`config.mk`:
```
export PLATFORM = sky130hd
export DESIGN_NAME = pwm_current_limit_hiccup
export DESIGN_NICKNAME = d
export VERILOG_FILES = /design/src/inc/pwm_hiccup_pkg.sv /design/src/inc/ocp_timer_if.sv /design/src/verilog/ocp_timer.sv /design/src/verilog/pwm_current_limit_hiccup.sv
export SDC_FILE = /design/constraint.sdc
export NUM_CORES = 1
export LEC_CHECK = 0
export ABC_CLOCK_PERIOD_IN_PS = 3900
export BUFFER_PORTS_ARGS = -buffer_cell sky130_fd_sc_hd__buf_2
export CELL_PAD_IN_SITES_DETAIL_PLACEMENT = 0
export CELL_PAD_IN_SITES_GLOBAL_PLACEMENT = 1
export CORE_MARGIN = 8
export CORE_UTILIZATION = 47
export DETAILED_ROUTE_END_ITERATION = 7
export PLACE_DENSITY_LB_ADDON = 0.1
export SLEW_MARGIN = 20
export SYNTH_ARGS = -nofsm -noshare
export SYNTH_HDL_FRONTEND = slang
export SYNTH_SLANG_ARGS = --single-unit
```
`constraint.sdc`:
```
create_clock -name ref_clk -period 3.9 [get_ports ref_clk]
set_clock_uncertainty 0.1 [all_clocks]
set_input_delay 0.78 -clock ref_clk [delete_from_list [all_inputs] [get_ports ref_clk]]
set_output_delay 0.78 -clock ref_clk [all_outputs]
set_load 0.02 [all_outputs]
```
`src/inc/pwm_hiccup_pkg.sv`:
```
// package: constants, timing counts and state encodings of the pwm current-limit/hiccup controller
// assumes a single 100 MHz clock; analog comparisons arrive as asynchronous levels
// Overview of operation
// - ramp runs at twice the switching rate, one ramp period per primary output.
// - one ramp sets on-time of both primary and rectifier outputs.
// - blanking pulse of dead time plus 70 ns holds ramp input discharged.
// - current sense above 0.5 V ends the active primary pulse once past minimum width, except in a matched half.
// - current limit works the same in voltage and peak-current mode.
// - under persistent overcurrent the sense comparator sets every other pulse width; matched halves copy it.
// - current-sense input is clamped low from the start of every cycle.
// - clamp stays on 70 ns after a primary output rises.
// - after a limited pulse the other output gets the same on-time next half.
// - any current-limit event starts charging the timer at 75 uA.
// - overcurrent gone before 0.6 V trip lets the timer decay at 2.7 uA.
// - timer at 0.6 V forces all four outputs off and enters hiccup.
// - hiccup holds outputs low, grounds soft start, decays timer to 0.3 V.
// - at the lower level the timer is fully reset for the next event.
// - after hiccup the converter restarts through a full soft start.
// - limit time before shutdown is capacitance times 0.6 V over 75 uA.
// - hiccup off-time is capacitance times 2.1 V over 2.7 uA.
// - soft-start node held low from shutdown until the timer is reset.
// - no primary pulse is narrower than 100 ns, except one cut short by a trip.
package pwm_hiccup_pkg;

  localparam int unsigned CLK_PERIOD_NS = 10;
  localparam int unsigned CLK_FREQ_KHZ = 100000;

  // switching rate and the programmed dead time
  localparam int unsigned SW_FREQ_KHZ = 150;
  localparam int unsigned HALF_PERIOD_CYC = CLK_FREQ_KHZ / (2 * SW_FREQ_KHZ);
  localparam int unsigned DEAD_TIME_NS = 150;
  localparam int unsigned DEAD_TIME_CYC = (DEAD_TIME_NS + CLK_PERIOD_NS - 1) / CLK_PERIOD_NS;

  // blanking extension and minimum pulse, least times rounded up
  localparam int unsigned BLANK_EXTRA_NS = 70;
  localparam int unsigned BLANK_EXTRA_CYC = (BLANK_EXTRA_NS + CLK_PERIOD_NS - 1) / CLK_PERIOD_NS;
  localparam int unsigned MIN_PULSE_NS = 100;
  localparam int unsigned MIN_PULSE_CYC = (MIN_PULSE_NS + CLK_PERIOD_NS - 1) / CLK_PERIOD_NS;

  // timer currents and levels; the counter holds charge in femtocoulombs
  localparam int unsigned CHARGE_NA = 75000;
  localparam int unsigned DECAY_NA = 2700;
  localparam int unsigned CHARGE_FC_PER_CYC = CHARGE_NA * CLK_PERIOD_NS / 1000;
  localparam int unsigned DECAY_FC_PER_CYC = DECAY_NA * CLK_PERIOD_NS / 1000;
  localparam int unsigned TRIP_MV = 600;
  localparam int unsigned TOP_MV = 2400;
  localparam int unsigned LOW_MV = 300;
  localparam int unsigned TIMER_FC_PER_MV = 1000000;
  localparam int unsigned TIMER_W = 32;
  localparam int unsigned PHASE_W = 16;

  typedef enum logic [1:0] {
    ST_RUN = 2'h0,
    ST_HICCUP = 2'h1,
    ST_RESTART = 2'h2
  } mode_t;

endpackage

```
`src/inc/ocp_timer_if.sv`:
```
// interface: control and status of the overcurrent delay / hiccup timer counter
// both ends sit on the same clock; no timing of its own
interface ocp_timer_if;
  import pwm_hiccup_pkg::*;
  logic charge;
  logic decay;
  logic load_top;
  logic clear;
  logic [TIMER_W-1:0] trip_lvl;
  logic [TIMER_W-1:0] top_lvl;
  logic [TIMER_W-1:0] low_lvl;
  logic [TIMER_W-1:0] level;
  logic at_trip;
  logic at_low;

  modport ctrl (output charge, decay, load_top, clear, trip_lvl, top_lvl, low_lvl,
                input level, at_trip, at_low);
  modport timer (input charge, decay, load_top, clear, trip_lvl, top_lvl, low_lvl,
                 output level, at_trip, at_low);
endinterface

```
`src/verilog/ocp_timer.sv`:
```
// up/down counter standing in for the timer capacitor charge
// assumes the controller never asks for charge and decay in the same cycle
module ocp_timer
  import pwm_hiccup_pkg::*;
#(
  parameter int unsigned CHARGE_STEP = CHARGE_FC_PER_CYC,
  parameter int unsigned DECAY_STEP = DECAY_FC_PER_CYC
) (
  // clock and reset
  input wire logic ref_clk,
  input wire logic resetn,
  // control side
  ocp_timer_if.timer tif
);

  localparam logic [TIMER_W-1:0] CHG = TIMER_W'(CHARGE_STEP);
  localparam logic [TIMER_W-1:0] DCY = TIMER_W'(DECAY_STEP);

  logic [TIMER_W-1:0] level_r;

  ////////////////////////////////////////////////////////////////////////////
  always_ff @(posedge ref_clk) begin
    if (!resetn || tif.clear) begin
      level_r <= '0;
    end else if (tif.load_top) begin
      level_r <= tif.top_lvl;
    end else if (tif.charge) begin
      // saturate instead of wrapping to zero
      level_r <= (level_r > ~CHG) ? '1 : level_r + CHG;
    end else if (tif.decay) begin
      level_r <= (level_r < DCY) ? '0 : level_r - DCY;
    end
  end

  // compared straight off the counter; a registered compare would charge one cycle past the trip level
  assign tif.level = level_r;
  assign tif.at_trip = level_r >= tif.trip_lvl;
  assign tif.at_low = level_r <= tif.low_lvl;

endmodule

```
`src/verilog/pwm_current_limit_hiccup.sv`:
```
// top: pwm timing, cycle-by-cycle current limit, matched duty and hiccup control
// assumes analog comparator outputs as asynchronous levels and an external soft-start circuit
module pwm_current_limit_hiccup
  import pwm_hiccup_pkg::*;
#(
  parameter int unsigned HALF_CYC = HALF_PERIOD_CYC,
  parameter int unsigned DEAD_CYC = DEAD_TIME_CYC,
  parameter int unsigned CAP_FC_PER_MV = TIMER_FC_PER_MV
) (
  // clock and reset
  input wire logic ref_clk,
  input wire logic resetn,
  // analog comparisons
  input wire logic pwm_cmp_in,
  input wire logic current_limit_sense,
  input wire logic timer_trip_in,
  input wire logic timer_low_in,
  input wire logic peak_mode_in,
  // power stage
  output logic primary_out_a,
  output logic primary_out_b,
  output logic rect_out_a,
  output logic rect_out_b,
  // analog switches
  output logic ramp_discharge,
  output logic sense_clamp,
  output logic ramp_sel_current,
  output logic soft_start_pull_low,
  output logic timer_charge,
  output logic timer_decay,
  output logic timer_discharge
);

  localparam logic [PHASE_W-1:0] HALF_LAST = PHASE_W'(HALF_CYC - 1);
  localparam logic [PHASE_W-1:0] DEAD_P = PHASE_W'(DEAD_CYC);
  localparam logic [PHASE_W-1:0] BLANK_END = PHASE_W'(DEAD_CYC + BLANK_EXTRA_CYC);
  localparam logic [PHASE_W-1:0] MIN_LAST = PHASE_W'(MIN_PULSE_CYC - 1);
  localparam logic [PHASE_W-1:0] ONE = 16'h0001;
  localparam logic [TIMER_W-1:0] TRIP_LVL = TIMER_W'(longint'(TRIP_MV) * longint'(CAP_FC_PER_MV));
  localparam logic [TIMER_W-1:0] TOP_LVL = TIMER_W'(longint'(TOP_MV) * longint'(CAP_FC_PER_MV));
  localparam logic [TIMER_W-1:0] LOW_LVL = TIMER_W'(longint'(LOW_MV) * longint'(CAP_FC_PER_MV));

  ////////////////////////////////////////////////////////////////////////////
  // input synchronisers
  logic [4:0] async_in;
  logic [4:0] sync1_r;
  logic [4:0] sync2_r;
  logic pwm_s;
  logic limit_s;
  logic trip_s;
  logic low_s;
  logic peak_s;

  assign async_in = {peak_mode_in, timer_low_in, timer_trip_in, current_limit_sense, pwm_cmp_in};

  genvar gi;
  generate
    for (gi = 0; gi < 5; gi++) begin : g_sync
      always_ff @(posedge ref_clk) begin
        if (!resetn) begin
          sync1_r[gi] <= 1'b0;
          sync2_r[gi] <= 1'b0;
        end else begin
          sync1_r[gi] <= async_in[gi];
          sync2_r[gi] <= sync1_r[gi];
        end
      end
    end
  endgenerate

  assign pwm_s = sync2_r[0];
  assign limit_s = sync2_r[1];
  assign trip_s = sync2_r[2];
  assign low_s = sync2_r[3];
  assign peak_s = sync2_r[4];

  ////////////////////////////////////////////////////////////////////////////
  // state
  mode_t mode_r;
  logic [PHASE_W-1:0] phase_r;
  logic side_r;
  logic pri_a_r;
  logic pri_b_r;
  logic [PHASE_W-1:0] on_cnt_r;
  logic [PHASE_W-1:0] match_w_r;
  logic [PHASE_W-1:0] since_off_r;
  logic limit_seen_r;
  logic matched_r;
  logic oc_active_r;
  logic low_armed_r;
  logic rect_a_r;
  logic rect_b_r;
  logic discharge_r;
  logic clamp_r;
  logic ramp_sel_r;
  logic ss_pull_r;
  logic charge_r;
  logic decay_r;
  logic tdis_r;

  logic trip;
  logic low;
  logic run_ok;
  logic half_end;
  logic pri_on;
  logic start_now;
  logic end_now;
  logic limit_end;
  logic charge_nxt;

  ocp_timer_if tif ();

  ocp_timer #(
    .CHARGE_STEP(CHARGE_FC_PER_CYC),
    .DECAY_STEP(DECAY_FC_PER_CYC)
  ) u_timer (
    .ref_clk(ref_clk),
    .resetn(resetn),
    .tif(tif)
  );

  // either the modelled counter or the real node can trip; the low
  // comparator is only believed once it has been seen low in hiccup
  assign trip = (mode_r == ST_RUN) && (tif.at_trip || trip_s);
  assign low = (mode_r == ST_HICCUP) && (tif.at_low || (low_s && low_armed_r));
  assign run_ok = (mode_r == ST_RUN) && !trip;
  assign half_end = phase_r == HALF_LAST;
  assign pri_on = pri_a_r || pri_b_r;
  assign start_now = run_ok && (phase_r == DEAD_P) && !pwm_s && !half_end;
  assign charge_nxt = run_ok && (oc_active_r || limit_end);

  assign tif.charge = charge_r;
  assign tif.decay = decay_r;
  assign tif.load_top = trip;
  assign tif.clear = low;
  assign tif.trip_lvl = TRIP_LVL;
  assign tif.top_lvl = TOP_LVL;
  assign tif.low_lvl = LOW_LVL;

  ////////////////////////////////////////////////////////////////////////////
  // pulse termination: limit in matched half ignored, min width first
  always_comb begin
    end_now = 1'b0;
    limit_end = 1'b0;
    if (pri_on) begin
      if (half_end) begin
        end_now = 1'b1;
      end else if (on_cnt_r >= MIN_LAST) begin
        if (matched_r) begin
          end_now = (on_cnt_r + ONE) >= match_w_r;
        end else if (limit_s && !clamp_r) begin
          end_now = 1'b1;
          limit_end = 1'b1;
        end else if (pwm_s) begin
          end_now = 1'b1;
        end
      end
    end
  end

  ////////////////////////////////////////////////////////////////////////////
  // operating mode
  always_ff @(posedge ref_clk) begin
    if (!resetn) begin
      mode_r <= ST_RUN;
    end else begin
      case (mode_r)
        ST_RUN: if (trip) mode_r <= ST_HICCUP;
        ST_HICCUP: if (low) mode_r <= ST_RESTART;
        ST_RESTART: mode_r <= ST_RUN;
        default: mode_r <= ST_RUN;
      endcase
    end
  end

  always_ff @(posedge ref_clk) begin
    if (!resetn || mode_r != ST_HICCUP) begin
      low_armed_r <= 1'b0;
    end else if (!low_s) begin
      low_armed_r <= 1'b1;
    end
  end

  // soft-start node held from shutdown until timer reset; its release
  // starts a fresh soft start rather than the old duty
  always_ff @(posedge ref_clk) begin
    if (!resetn) begin
      ss_pull_r <= 1'b0;
    end else if (trip) begin
      ss_pull_r <= 1'b1;
    end else if (low) begin
      ss_pull_r <= 1'b0;
    end
  end

  ////////////////////////////////////////////////////////////////////////////
  // ramp timebase, one period per half switching cycle
  always_ff @(posedge ref_clk) begin
    if (!resetn || !run_ok) begin
      phase_r <= '0;
      side_r <= 1'b0;
    end else if (half_end) begin
      phase_r <= '0;
      side_r <= ~side_r;
    end else begin
      phase_r <= phase_r + ONE;
    end
  end

  always_ff @(posedge ref_clk) begin
    if (!resetn || !run_ok) begin
      discharge_r <= 1'b0;
      clamp_r <= 1'b0;
    end else begin
      discharge_r <= phase_r < BLANK_END;
      clamp_r <= phase_r < BLANK_END;
    end
  end

  ////////////////////////////////////////////////////////////////////////////
  // primary outputs
  always_ff @(posedge ref_clk) begin
    if (!resetn || !run_ok) begin
      pri_a_r <= 1'b0;
      pri_b_r <= 1'b0;
    end else begin
      pri_a_r <= (start_now && !side_r) || (pri_a_r && !end_now);
      pri_b_r <= (start_now && side_r) || (pri_b_r && !end_now);
    end
  end

  always_ff @(posedge ref_clk) begin
    if (!resetn || start_now) begin
      on_cnt_r <= '0;
    end else if (pri_on) begin
      on_cnt_r <= on_cnt_r + ONE;
    end
  end

  always_ff @(posedge ref_clk) begin
    if (!resetn || pri_on) begin
      since_off_r <= '0;
    end else if (since_off_r < DEAD_P) begin
      since_off_r <= since_off_r + ONE;
    end
  end

  ////////////////////////////////////////////////////////////////////////////
  // matched duty and overcurrent tracking
  always_ff @(posedge ref_clk) begin
    if (!resetn) begin
      match_w_r <= '0;
    end else if (limit_end) begin
      match_w_r <= on_cnt_r + ONE;
    end
  end

  always_ff @(posedge ref_clk) begin
    if (!resetn || !run_ok) begin
      limit_seen_r <= 1'b0;
      matched_r <= 1'b0;
    end else if (half_end) begin
      limit_seen_r <= 1'b0;
      // a matched half never arms another match, so volt-seconds stay paired
      matched_r <= limit_seen_r && !matched_r;
    end else if (limit_end) begin
      limit_seen_r <= 1'b1;
    end
  end

  always_ff @(posedge ref_clk) begin
    if (!resetn || !run_ok) begin
      oc_active_r <= 1'b0;
    end else if (limit_end) begin
      oc_active_r <= 1'b1;
    end else if (half_end && !matched_r) begin
      oc_active_r <= limit_seen_r;
    end
  end

  ////////////////////////////////////////////////////////////////////////////
  // rectifier outputs: off while own primary conducts and for dead time around it
  always_ff @(posedge ref_clk) begin
    if (!resetn || !run_ok) begin
      rect_a_r <= 1'b0;
      rect_b_r <= 1'b0;
    end else begin
      // held off through the start edge too, else rectifier and primary of one side meet for a cycle
      rect_a_r <= !(!side_r && (pri_a_r || phase_r <= DEAD_P || since_off_r < DEAD_P));
      rect_b_r <= !(side_r && (pri_b_r || phase_r <= DEAD_P || since_off_r < DEAD_P));
    end
  end

  ////////////////////////////////////////////////////////////////////////////
  // timer node drive and ramp input selection
  always_ff @(posedge ref_clk) begin
    if (!resetn) begin
      charge_r <= 1'b0;
      decay_r <= 1'b0;
      tdis_r <= 1'b0;
      ramp_sel_r <= 1'b0;
    end else begin
      charge_r <= charge_nxt;
      decay_r <= !charge_nxt && !low;
      tdis_r <= low;
      ramp_sel_r <= peak_s;
    end
  end

  assign primary_out_a = pri_a_r;
  assign primary_out_b = pri_b_r;
  assign rect_out_a = rect_a_r;
  assign rect_out_b = rect_b_r;
  assign ramp_discharge = discharge_r;
  assign sense_clamp = clamp_r;
  assign ramp_sel_current = ramp_sel_r;
  assign soft_start_pull_low = ss_pull_r;
  assign timer_charge = charge_r;
  assign timer_decay = decay_r;
  assign timer_discharge = tdis_r;

  ////////////////////////////////////////////////////////////////////////////
  // checks
  property p_side_swap;
    @(posedge ref_clk) disable iff (!resetn)
      (mode_r == ST_RUN && $past(mode_r) == ST_RUN && $changed(side_r)) |-> phase_r == '0;
  endproperty
  a_side_swap: assert property (p_side_swap) else $error("side changed mid ramp period");

  property p_clamp_at_start;
    @(posedge ref_clk) disable iff (!resetn)
      (run_ok && phase_r == ONE && $past(run_ok)) |-> (sense_clamp && ramp_discharge);
  endproperty
  a_clamp_at_start: assert property (p_clamp_at_start) else $error("clamp missing at cycle start");

  property p_clamp_after_rise;
    @(posedge ref_clk) disable iff (!resetn)
      ($rose(pri_on) && run_ok) |-> ((clamp_r || !run_ok) [*7]) ##1 (!clamp_r || !run_ok);
  endproperty
  a_clamp_after_rise: assert property (p_clamp_after_rise) else $error("clamp window wrong");

  property p_min_pulse;
    @(posedge ref_clk) disable iff (!resetn)
      ($fell(pri_a_r) && mode_r == ST_RUN && !trip) |-> $past(pri_a_r, 10);
  endproperty
  a_min_pulse: assert property (p_min_pulse) else $error("primary pulse under minimum");

  property p_match_width;
    @(posedge ref_clk) disable iff (!resetn)
      ($fell(pri_on) && matched_r && mode_r == ST_RUN && !trip) |-> on_cnt_r == match_w_r;
  endproperty
  a_match_width: assert property (p_match_width) else $error("matched width differs");

  property p_hiccup_off;
    @(posedge ref_clk) disable iff (!resetn)
      (mode_r == ST_HICCUP) |-> !(pri_on || rect_a_r || rect_b_r) && ss_pull_r;
  endproperty
  a_hiccup_off: assert property (p_hiccup_off) else $error("output active in hiccup");

  property p_trip_shutdown;
    @(posedge ref_clk) disable iff (!resetn)
      trip |=> (mode_r == ST_HICCUP && !pri_on && tif.level == TOP_LVL);
  endproperty
  a_trip_shutdown: assert property (p_trip_shutdown) else $error("trip did not shut down");

  property p_timer_reset;
    @(posedge ref_clk) disable iff (!resetn)
      (mode_r == ST_RESTART) |-> (tif.level == '0 && !ss_pull_r && timer_discharge);
  endproperty
  a_timer_reset: assert property (p_timer_reset) else $error("timer not reset at restart");

  property p_charge_on_limit;
    @(posedge ref_clk) disable iff (!resetn)
      (limit_end && run_ok) |=> timer_charge ##1 (tif.level > $past(tif.level));
  endproperty
  a_charge_on_limit: assert property (p_charge_on_limit) else $error("timer not charging");

endmodule
```
==> out/results.ini, run 1 <==
[die]
io_pins = 18
core_um2 = 14500
die_h_um = 137
start_util = 0.478
die_w_um = 137
rows = 44
die_area_um2 = 18900

[sta]
period_share = 0.893
max_slew_margin = 0.319
fmax_mhz = 287
setup_viol = 0
rsz0062_at_grt = no
worstMarginPinSlew_ps = 1020
finalMaxSlewViolations = 0
setup_ws_ps = 419
final-hold-violation-count = 0
layout_min_cycle_time_ps = 3480
setup_tns_ps = 0

[clocking]
clkLatencyLatePin_ps = 420
numCtsBuffers = 17
h-tree-depth = 4
clock-root-buffer = clkbuf_16
cts_resized = 0
post_cts_buffers = 0
hold_buffers = 0
cts_tree = yes
clk_path_buf_depth = 2
cts.sinks = 123
clk_pin_slew_ps = 60

[logic_synthesis]
async_reset_ff_frac = 0
synth_ff_type = dfxtp_1
synth_top_cell_area_share = 0.356
syn-num-nets = 921
netlist_instances = 887
ys_warn_count = 0
ys_ff_latch = 123
synth_area_um2 = 6920
yosysMostFrequentCell = dfxtp_1
synth_edf_count = 0
ys_types = 67
ys_seq_area_frac = 0.356
netlist_top_cells_count = dfxtp_1, nor2_1, nand2_1, clkbuf_1, a21oi_1
synth_top_area_cell = dfxtp_1
avgSynthCellArea_um2 = 7.80
synth_area_leaders = dfxtp_1, nor2_1, ha_1

[final_layout]
area_growth_pct = 10.3
n_antenna_cell = 0
nets = 906
num-fill-cells = 1394
utilization = 0.527
multi_input_area_um2 = 4040
seq_area_um2 = 2460
drive_above_1_share = 0.0848

[detailed_routing]
maxUsedRoutingLayer = met4
drt_iter0_drc = 566
finalWirelength_um = 18500
drc = 0
via_per_inst = 5.91
vias = 6314
wl_met1_um = 9060
antenna_left = 0
wl_per_cell_um = 17.3
route.met3.wl_um = 1330
first_pass_iters = 5
dr_wl_met2_um = 7670

[critical_path]
required_ps = 4100
slowest_delay_ps = 620
path_cells = or4_4 > or4b_4 > nor4_2 > buf_4 > nand2b_1 > o21ai_0 > a21oi_1 > a21oi_1
cp_top_family = simple AND/OR/NAND/NOR gates
cp_common_cell = a21oi_1
path_buf_inv = 1
critPathSlowestCell = or4_4
cp_max_fo = 15
crit_type = reg2reg
cp.arrival_ps = 3680
cp-start-kind = register
critPathCaptureType = register

[global_routing]
antenna_found_initial = 0
grt_max_degree = 34
grt_use_total = 0.207
grt_pass1_wl_um = 30800
grt_pass1_vias = 5951
overflow = 0

[power]
leakagePower_nw = 2.93
power_mw = 5.17
power_density_nw_per_um2 = 678
peakVddDrop_mv = 0.518

[placed_design]
hpwl_um = 12900
port_buffers = 17
preCtsSetupSlack_ps = 444
routabilityCongestion = 0.885

[hold_path]
hp-class = reg2reg

[job]
cap_viol_max_count = 0

[status]
status = finished, final reports clean

-- registers in the layout, summed over array words and instances, names as in the netlist, 2 cells and up --
| register | flops |
|---|---|
| phase_r | 16 |
| u_timer.tif.level | 32 |
| sync1_r | 5 |
| mode_r | 2 |
| on_cnt_r | 16 |
| since_off_r | 16 |
| match_w_r | 16 |
-- metal layers --
metal  up-vias  global-route usage
li1       3103                   -
met1      2961               0.299
met2       212               0.289
met3        38              0.0460
met4         0              0.0809
met5         -                   0
-- stage by stage --
| stage | hold slack [ps] | cells | area, µm² |
|---|---|---|---|
| CTS | 329 | 1068 | 7630 |
| global route | 364 | 1068 | 7630 |
| floorplan | 307 | 887 | 6920 |
| global placement | 320 | 1037 | 7070 |
| detailed placement | 323 | 1037 | 7070 |
| finish | 330 | 1068 | 7630 |
-- power by group --
group | switching (mW) | internal [mW]
Sequential | 0.328 | 1.42
Clock | 0.603 | 0.894
Combinational | 1.20 | 0.723
Total | 2.13 | 3.04
-- worst register-to-register path: stages, from the launching register on --
cell	delay (ps)
dfxtp_1	430
or4_4	630
or4b_4	610
nor4_2	360
buf_4	220
nand2b_1	580
o21ai_0	200
a21oi_1	170
a21oi_1	70
-- cell usage in the layout, fill, tap and decap left out, types with 21 or more instances in the layout --
master | synthesis | final
dfxtp_1 | 123 | 123
inv_1 | 35 | 35
ha_1 | 27 | 27
xnor2_1 | 31 | 31
nand3_1 | 34 | 34
nor3_1 | 32 | 32
nor2_1 | 121 | 120
a211oi_1 | 28 | 28
and3_1 | 21 | 21
o21ai_0 | 24 | 24
a21oi_1 | 38 | 38
xor2_1 | 31 | 31
nand2_1 | 81 | 81
-- cell families (layout without fill, tap and decap cells) --
| logic type | Yosys count | in the layout | synth area share |
|---|---|---|---|
| AND/OR/NAND/NOR | 392 | 392 | 0.280 |
| adder cells (fa/ha/maj) | 27 | 27 | 0.0488 |
| flip-flops | 123 | 123 | 0.356 |
| AO/OA/AOI/OAI | 177 | 177 | 0.170 |
| multiplexers | 4 | 4 | 0.00579 |
| XOR/XNOR | 62 | 62 | 0.0785 |
| buffers and inverters | 102 | 99 | 0.0602 |
-- path summary, 6_finish.rpt --
| check | startpoint | endpoint | slack (ps) | depth (start not counted) |
|---|---|---|---|---|
| max | u_timer.tif.level[13] | u_timer.tif.level[9] | 420 | 8 |
| min | low_s | low_armed_r | 330 | 1 |
| max reg2reg | u_timer.tif.level[13] | u_timer.tif.level[9] | 420 | 8 |
| min reg2reg | low_s | low_armed_r | 330 | 1 |
-- area by class of cell --
class	count	area share
flip-flops and latches	123	0.323
multi-input cells	662	0.530
inverters	35	0.0172
clock buffers	19	0.0580
clock inverters	12	0.0152
repair buffers	33	0.0269
well taps	184	0.0302
(Power assumes the default switching activity.)
==> run 2, diff against run 1 <==
--- a/config.mk
+++ b/config.mk
@@ -5,14 +5,16 @@
 export SDC_FILE = /design/constraint.sdc
 export NUM_CORES = 1
 export LEC_CHECK = 0
+export ABC_AREA = 1
 export ABC_CLOCK_PERIOD_IN_PS = 3900
 export BUFFER_PORTS_ARGS = -buffer_cell sky130_fd_sc_hd__buf_2
 export CELL_PAD_IN_SITES_DETAIL_PLACEMENT = 0
 export CELL_PAD_IN_SITES_GLOBAL_PLACEMENT = 1
 export CORE_MARGIN = 8
-export CORE_UTILIZATION = 47
+export CORE_UTILIZATION = 45
 export DETAILED_ROUTE_END_ITERATION = 7
 export PLACE_DENSITY_LB_ADDON = 0.1
+export SKIP_LAST_GASP = 1
 export SLEW_MARGIN = 20
 export SYNTH_ARGS = -nofsm -noshare
 export SYNTH_HDL_FRONTEND = slang
==> out/results.ini, run 2 <==
[clocking]
clk_path_buf_depth = 2  ; unchanged
post_cts_buffers = 0  ; unchanged
cts.sinks = 123  ; unchanged
clkLatencyLatePin_ps = 420  ; about the same
clk_pin_slew_ps = 60  ; about the same
hold_buffers = 0  ; unchanged
cts_tree = yes  ; unchanged
cts_resized = 0  ; unchanged
numCtsBuffers = 17  ; unchanged
h-tree-depth = 4  ; unchanged
clock-root-buffer = clkbuf_16  ; unchanged

[critical_path]
required_ps = 4110  ; was 4100 ps
cp_max_fo = 7  ; was 15
reg2regPathDepth = 14  ; was 8
cp-start-kind = register  ; unchanged
crit_type = reg2reg  ; unchanged
r2r_start = on_cnt_r[0]  ; was u_timer.tif.level[13]
cp.arrival_ps = 3000  ; was 3680 ps
regToRegSetupSlack_ps = 1100  ; was 420 ps
timing.rr.end = primary_out_b  ; was u_timer.tif.level[9]
critPathCaptureType = register  ; unchanged

[hold_path]
hold_start = sync1_r[2]  ; was low_s
holdPathStages = 2  ; was 1
holdPathEnd = trip_s  ; was low_armed_r
hp-class = reg2reg  ; unchanged

[final_layout]
multi_input_area_um2 = 4860  ; was 4040 µm²
largest_reg_flops = 32  ; unchanged
num-fill-cells = 1978  ; was 1,394
nets = 1381  ; was 906
most-common-layout-cells = nand2_1, nor2_1, inv_1, nand3_1, dfxtp_1  ; was dfxtp_1, nor2_1, nand2_1, a21oi_1, inv_1
area_growth_pct = 9.07  ; was 10.3%
seq_area_um2 = 2460  ; unchanged
final_common_cell = nand2_1  ; was dfxtp_1
drive_above_1_share = 0.0838  ; was 0.0848
n_antenna_cell = 0  ; unchanged

[global_routing]
grt.busiest_layer = met2  ; was met1
use_met1 = 0.278  ; was 0.299
grt_pass1_wl_um = 39000  ; was 30,800 µm
grt_max_degree = 25  ; was 34
antenna_found_initial = 0  ; unchanged
met3_usage = 0.0359  ; was 0.0460
use_met2 = 0.359  ; was 0.289
grt_use_total = 0.217  ; was 0.207
grt_pass1_vias = 7514  ; was 5,951
overflow = 0  ; unchanged

[logic_synthesis]
avgSynthCellArea_um2 = 6.16  ; was 7.80 µm²
ys_warn_count = 0  ; unchanged
netlist_instances = 1345  ; was 887
synth_edf_count = 0  ; unchanged
synth_top_cell_area_share = 0.297  ; was 0.356
syn-num-nets = 1379  ; was 921
synth_ff_type = dfxtp_1  ; unchanged
synth_top_area_cell = dfxtp_1  ; unchanged
synth_area_um2 = 8290  ; was 6920 µm²
ys_seq_area_frac = 0.297  ; was 0.356
ys_types = 42  ; was 67
yosysMostFrequentCell = nand2_1  ; was dfxtp_1
synth_area_leaders = dfxtp_1, nand2_1, nor2_1  ; was dfxtp_1, nor2_1, ha_1
netlist_top_cells_count = nand2_1, nor2_1, inv_1, nand3_1, dfxtp_1  ; was dfxtp_1, nor2_1, nand2_1, clkbuf_1, a21oi_1
ys_ff_latch = 123  ; unchanged
async_reset_ff_frac = 0  ; unchanged

[detailed_routing]
first_pass_iters = 5  ; unchanged
wl_per_cell_um = 15.0  ; was 17.3 µm
vias = 8148  ; was 6,314
antenna_left = 0  ; unchanged
via_per_inst = 5.13  ; was 5.91
drc = 0  ; unchanged
drt_iter0_drc = 707  ; was 566
finalWirelength_um = 23800  ; was 18,500 µm

[die]
start_util = 0.460  ; was 0.478
die_h_um = 152  ; was 137 µm
die_area_um2 = 23000  ; was 18,900 µm²
rows = 49  ; was 44
io_pins = 18  ; unchanged
core_um2 = 18000  ; was 14,500 µm²
die_w_um = 152  ; was 137 µm

[sta]
setup_ws_ps = 1100  ; was 419 ps
layout_min_cycle_time_ps = 2800  ; was 3480 ps
worstMarginPinSlew_ps = 774  ; was 1020 ps
rsz0062_at_grt = no  ; unchanged
holdWs_ps = 311  ; was 330 ps
fmax_mhz = 357  ; was 287 MHz
final-hold-violation-count = 0  ; unchanged
setup_viol = 0  ; unchanged
max_slew_margin = 0.484  ; was 0.319
setup_tns_ps = 0  ; unchanged
finalMaxSlewViolations = 0  ; unchanged
period_share = 0.718  ; was 0.893

[placed_design]
port_buffers = 17  ; unchanged
hpwl_um = 18000  ; was 12,900 µm
preCtsSetupSlack_ps = 1170  ; was 444 ps
routabilityCongestion = 0.953  ; was 0.885

[status]
status = finished, final reports clean  ; unchanged

[job]
cap_viol_max_count = 0  ; unchanged

[power]
peakVddDrop_mv = 0.345  ; was 0.518 mV
power_density_nw_per_um2 = 658  ; was 678 nW/µm²
leakagePower_nw = 4.21  ; was 2.93 nW

[run 2: changes by cell type in the layout (fill, tap and decap cells not counted), moves of 13 or more]
cell      before  now
a211oi_1      28    5
a21oi_1       38   55
a31oi_1       14    1
and3_1        21    1
inv_1         35  176
nand2_1       81  356
nand3_1       34  125
nand4_1       16   31
nor2_1       120  225
nor2_2         1   17
nor4_1        20    5
o21ai_0       24   46
xnor2_1       31    2
[run 2: worst max-delay path, cell delays in order, from the launching register on]
cell	delay [ps]
dfxtp_1	470
ha_1	230
nand3_1	180
nor4_1	440
nand2_1	90
nand2_1	120
inv_1	50
ha_1	270
nand2_1	60
nor4_1	310
nand2_1	100
nand2_1	70
nand2_1	60
nand3_1	70
a21oi_1	60
[run 2: cell families after synthesis]
family                   Yosys count  synth area share
adder cells (fa/ha/maj)           27            0.0408
flip-flops                       123             0.297
XOR/XNOR                          35            0.0370
buffers and inverters            225             0.117
AND/OR/NAND/NOR                  820             0.433
AO/OA/AOI/OAI                    115            0.0752
[run 2: metrics by stage]
| step | cells | area, µm² | utilization | power, mW |
|---|---|---|---|---|
| finish | 1589 | 9040 | 0.501 | 5.95 |
| global route | 1589 | 9040 | 0.501 | 6.39 |
| detailed placement | 1557 | 8440 | 0.468 | 4.32 |
| global placement | 1557 | 8440 | 0.468 | 4.34 |
| CTS | 1589 | 9040 | 0.501 | 5.96 |
| floorplan | 1345 | 8290 | - | 3.71 |
[run 2: layer usage]
metal / vias up / wire (µm)
met2: 196 / 11100
li1: 4254 / -
met5: - / 0
met3: 37 / 963
met4: 0 / 584
met1: 3661 / 11200
[run 2: layout make-up]
| type | instances | share of cell area |
|---|---|---|
| clock buffers | 18 | 0.0486 |
| clock inverters | 14 | 0.0174 |
| inverters | 183 | 0.0760 |
| multi-input cells | 997 | 0.538 |
| flip-flops and latches | 123 | 0.272 |
| well taps | 229 | 0.0317 |
| repair buffers | 25 | 0.0161 |
[run 2: report_power, final]
part,leakage [nW],switching [mW],internal (mW)
clock network,0.290,0.651,0.971
logic,2.92,1.78,0.815
registers,1.00,0.311,1.42
total,4.21,2.74,3.20
[run 2: how the worst max path moves through the flow]
stage	startpoint	to	slack, ps
6_report	on_cnt_r[0]	primary_out_b	1100
5_1_grt	on_cnt_r[0]	primary_out_b	840
4_1_cts	on_cnt_r[0]	primary_out_a	1130
3_5_place_dp	on_cnt_r[0]	primary_out_a	1170
3_3_place_gp	on_cnt_r[0]	primary_out_b	1290
2_1_floorplan	on_cnt_r[0]	primary_out_a	1540
==> run 3, diff against run 2 <==
--- a/config.mk
+++ b/config.mk
@@ -6,12 +6,12 @@
 export NUM_CORES = 1
 export LEC_CHECK = 0
 export ABC_AREA = 1
-export ABC_CLOCK_PERIOD_IN_PS = 3900
+export ABC_CLOCK_PERIOD_IN_PS = 2500
 export BUFFER_PORTS_ARGS = -buffer_cell sky130_fd_sc_hd__buf_2
 export CELL_PAD_IN_SITES_DETAIL_PLACEMENT = 0
 export CELL_PAD_IN_SITES_GLOBAL_PLACEMENT = 1
 export CORE_MARGIN = 8
-export CORE_UTILIZATION = 45
+export CORE_UTILIZATION = 41
 export DETAILED_ROUTE_END_ITERATION = 7
 export PLACE_DENSITY_LB_ADDON = 0.1
 export SKIP_LAST_GASP = 1
==> constraint.sdc (replaced) <==
create_clock -name ref_clk -period 2.5 [get_ports ref_clk]
set_clock_uncertainty 0.1 [all_clocks]
set_input_delay 0.5 -clock ref_clk [delete_from_list [all_inputs] [get_ports ref_clk]]
set_output_delay 0.5 -clock ref_clk [all_outputs]
set_load 0.02 [all_outputs]
==> out/results.ini, run 3 (synthesis gave the netlist of run 2 again) <==
[global_routing]
grt.busiest_layer = met2  ; unchanged
overflow = 0  ; unchanged
use_met2 = 0.361  ; was 0.359
grt_pass1_wl_um = 41000  ; was 39,000 µm
grt_pass1_vias = 8002  ; was 7,514
grt_max_degree = 30  ; was 25
antenna_found_initial = 0  ; unchanged
met3_usage = 0.0325  ; was 0.0359
grt_use_total = 0.209  ; was 0.217
use_met1 = 0.259  ; was 0.278

[sta]
finalMaxSlewViolations = 0  ; unchanged
fmax_mhz = 432  ; was 357 MHz
worstMarginPinSlew_ps = 690  ; was 774 ps
setup_viol = 0  ; unchanged
max_slew_margin = 0.540  ; was 0.484
layout_min_cycle_time_ps = 2320  ; was 2800 ps
final-hold-violation-count = 0  ; unchanged
period_share = 0.926  ; was 0.718
holdWs_ps = 156  ; was 311 ps
setup_tns_ps = 0  ; unchanged

[placed_design]
place_area_um2 = 8760  ; was 8440 µm²
port_buffers = 17  ; unchanged
dp.cells = 1633  ; was 1,557
routabilityCongestion = 0.942  ; was 0.953
hpwl_um = 19100  ; was 18,000 µm

[critical_path]
cp.arrival_ps = 2520  ; was 3000 ps
required_ps = 2700  ; was 4110 ps
startpoint = on_cnt_r[0]  ; unchanged
cp-start-kind = register  ; unchanged
cp_common_cell = nand2_1  ; unchanged
r2r_start = on_cnt_r[0]  ; unchanged
cp_max_fo = 6  ; was 7
critPathCaptureType = register  ; unchanged
critPathSlowestCell = dfxtp_2  ; was dfxtp_1
path_cells = buf_4 > nand3_4 > inv_2 > nand3_4 > nor2_4 > xor2_2 > ha_1 > nand2_1 > nor4_1 > nand2_1 > nand2_1 > nand2_1 > nand3_1 > a21oi_1  ; was ha_1 > nand3_1 > nor4_1 > nand2_1 > nand2_1 > inv_1 > ha_1 > nand2_1 > nor4_1 > nand2_1 > nand2_1 > nand2_1 > nand3_1 > a21oi_1
slowest_delay_ps = 350  ; was 470 ps
crit_type = reg2reg  ; unchanged

[detailed_routing]
antenna_left = 0  ; unchanged
drt_iter0_drc = 373  ; was 707
finalWirelength_um = 25100  ; was 23,800 µm
drc = 0  ; unchanged
first_pass_iters = 7  ; was 5
via_per_inst = 4.93  ; was 5.13
wl_per_cell_um = 15.0  ; about the same
vias = 8209  ; was 8,148

[job]
cap_viol_max_count = 0  ; unchanged

[power]
peakVddDrop_mv = 0.485  ; was 0.345 mV
leakagePower_nw = 4.45  ; was 4.21 nW
power_mw = 9.51  ; was 5.95 mW
power_density_nw_per_um2 = 994  ; was 658 nW/µm²

[clocking]
h-tree-depth = 4  ; unchanged
clk_pin_slew_ps = 60  ; about the same
hold_buffers = 0  ; unchanged
cts_tree = yes  ; unchanged
clk_path_buf_depth = 2  ; unchanged
cts.sinks = 123  ; unchanged
clkLatencyLatePin_ps = 430  ; was 420 ps
numCtsBuffers = 17  ; unchanged
clock-root-buffer = clkbuf_16  ; unchanged

[die]
rows = 52  ; was 49
core_um2 = 20000  ; was 18,000 µm²
io_pins = 18  ; unchanged
start_util = 0.414  ; was 0.460
die_area_um2 = 25000  ; was 23,000 µm²
die_w_um = 158  ; was 152 µm
die_h_um = 158  ; was 152 µm

[final_layout]
n_antenna_cell = 0  ; unchanged
nets = 1417  ; was 1,381
fin_cells = 1666  ; was 1,589
most-common-layout-cells = nand2_1, nor2_1, inv_1, nand3_1, dfxtp_1  ; unchanged
largest_reg_flops = 32  ; unchanged
stdcell_area_um2 = 9570  ; was 9040 µm²
drive_above_1_share = 0.133  ; was 0.0838
final_common_cell = nand2_1  ; unchanged
area_growth_pct = 15.5  ; was 9.07%

[hold_path]
hp-class = in2reg  ; was reg2reg
hold_start = current_limit_sense  ; was sync1_r[2]

[status]
status = finished, final reports clean  ; unchanged

run 3: cell count changes in the layout (fill, tap and decap cells not counted), sizes merged:
cell / change
inv: +1
buf: +36
clkbuf: +1
clkinv: -2
run 3: worst paths after layout:
check                  endpoint  depth (start not counted)  slack (ps)
hold reg to reg           pwm_s                          2         310
setup / recovery  primary_out_b                         14         180
setup reg to reg  primary_out_b                         14         180
hold / removal       sync1_r[1]                          3         160
run 3: worst max-delay path: cells and delay by family (launching register included):
family	cells	cell delay (ps)
simple gates	9	1000
flops	1	350
fa+ha+maj	1	320
buf+inv	2	280
xor+xnor	1	80
compound gates	1	60
run 3: layer usage:
layer	vias up	share of wire
met1	3731	0.47
met4	0	0.025
met2	133	0.48
met5	-	0
met3	37	0.027
li1	4308	-
run 3: stage by stage:
| stage | utilization | setup WS, ps |
|---|---|---|
| after detailed placement | 0.437 | -61.0 |
| final | 0.478 | 184 |
| after floorplan | - | 140 |
| after global routing | 0.478 | -5.63 |
| after CTS | 0.468 | 16.7 |
| after global placement | 0.437 | -21.7 |
run 3: power breakdown:
| group | internal, mW | total [mW] | leakage, nW | switching [mW] |
|---|---|---|---|---|
| Sequential | 2.21 | 2.66 | 1.00 | 0.453 |
| Combinational | 1.38 | 4.26 | 3.15 | 2.89 |
| Clock | 1.55 | 2.59 | 0.295 | 1.04 |
| Total | 5.14 | 9.51 | 4.45 | 4.38 |
run 3: final cells by class:
cell class,instances,area (µm²)
Sequential cell,123,2470
Clock buffer,19,453
Timing Repair Buffer,61,419
Clock inverter,13,155
Tap cell,270,338
Inverter,183,687
Fill cell,2215,10500
Multi-Input combinational cell,997,5050
run 3: timing repair:
item	4_1_cts	5_1_grt
buffers inserted	0	1
endpoints found under the setup margin	2	2
resized for setup	4	45
pin swaps	2	10
endpoints found under the hold margin	0	0
cloned	0	0
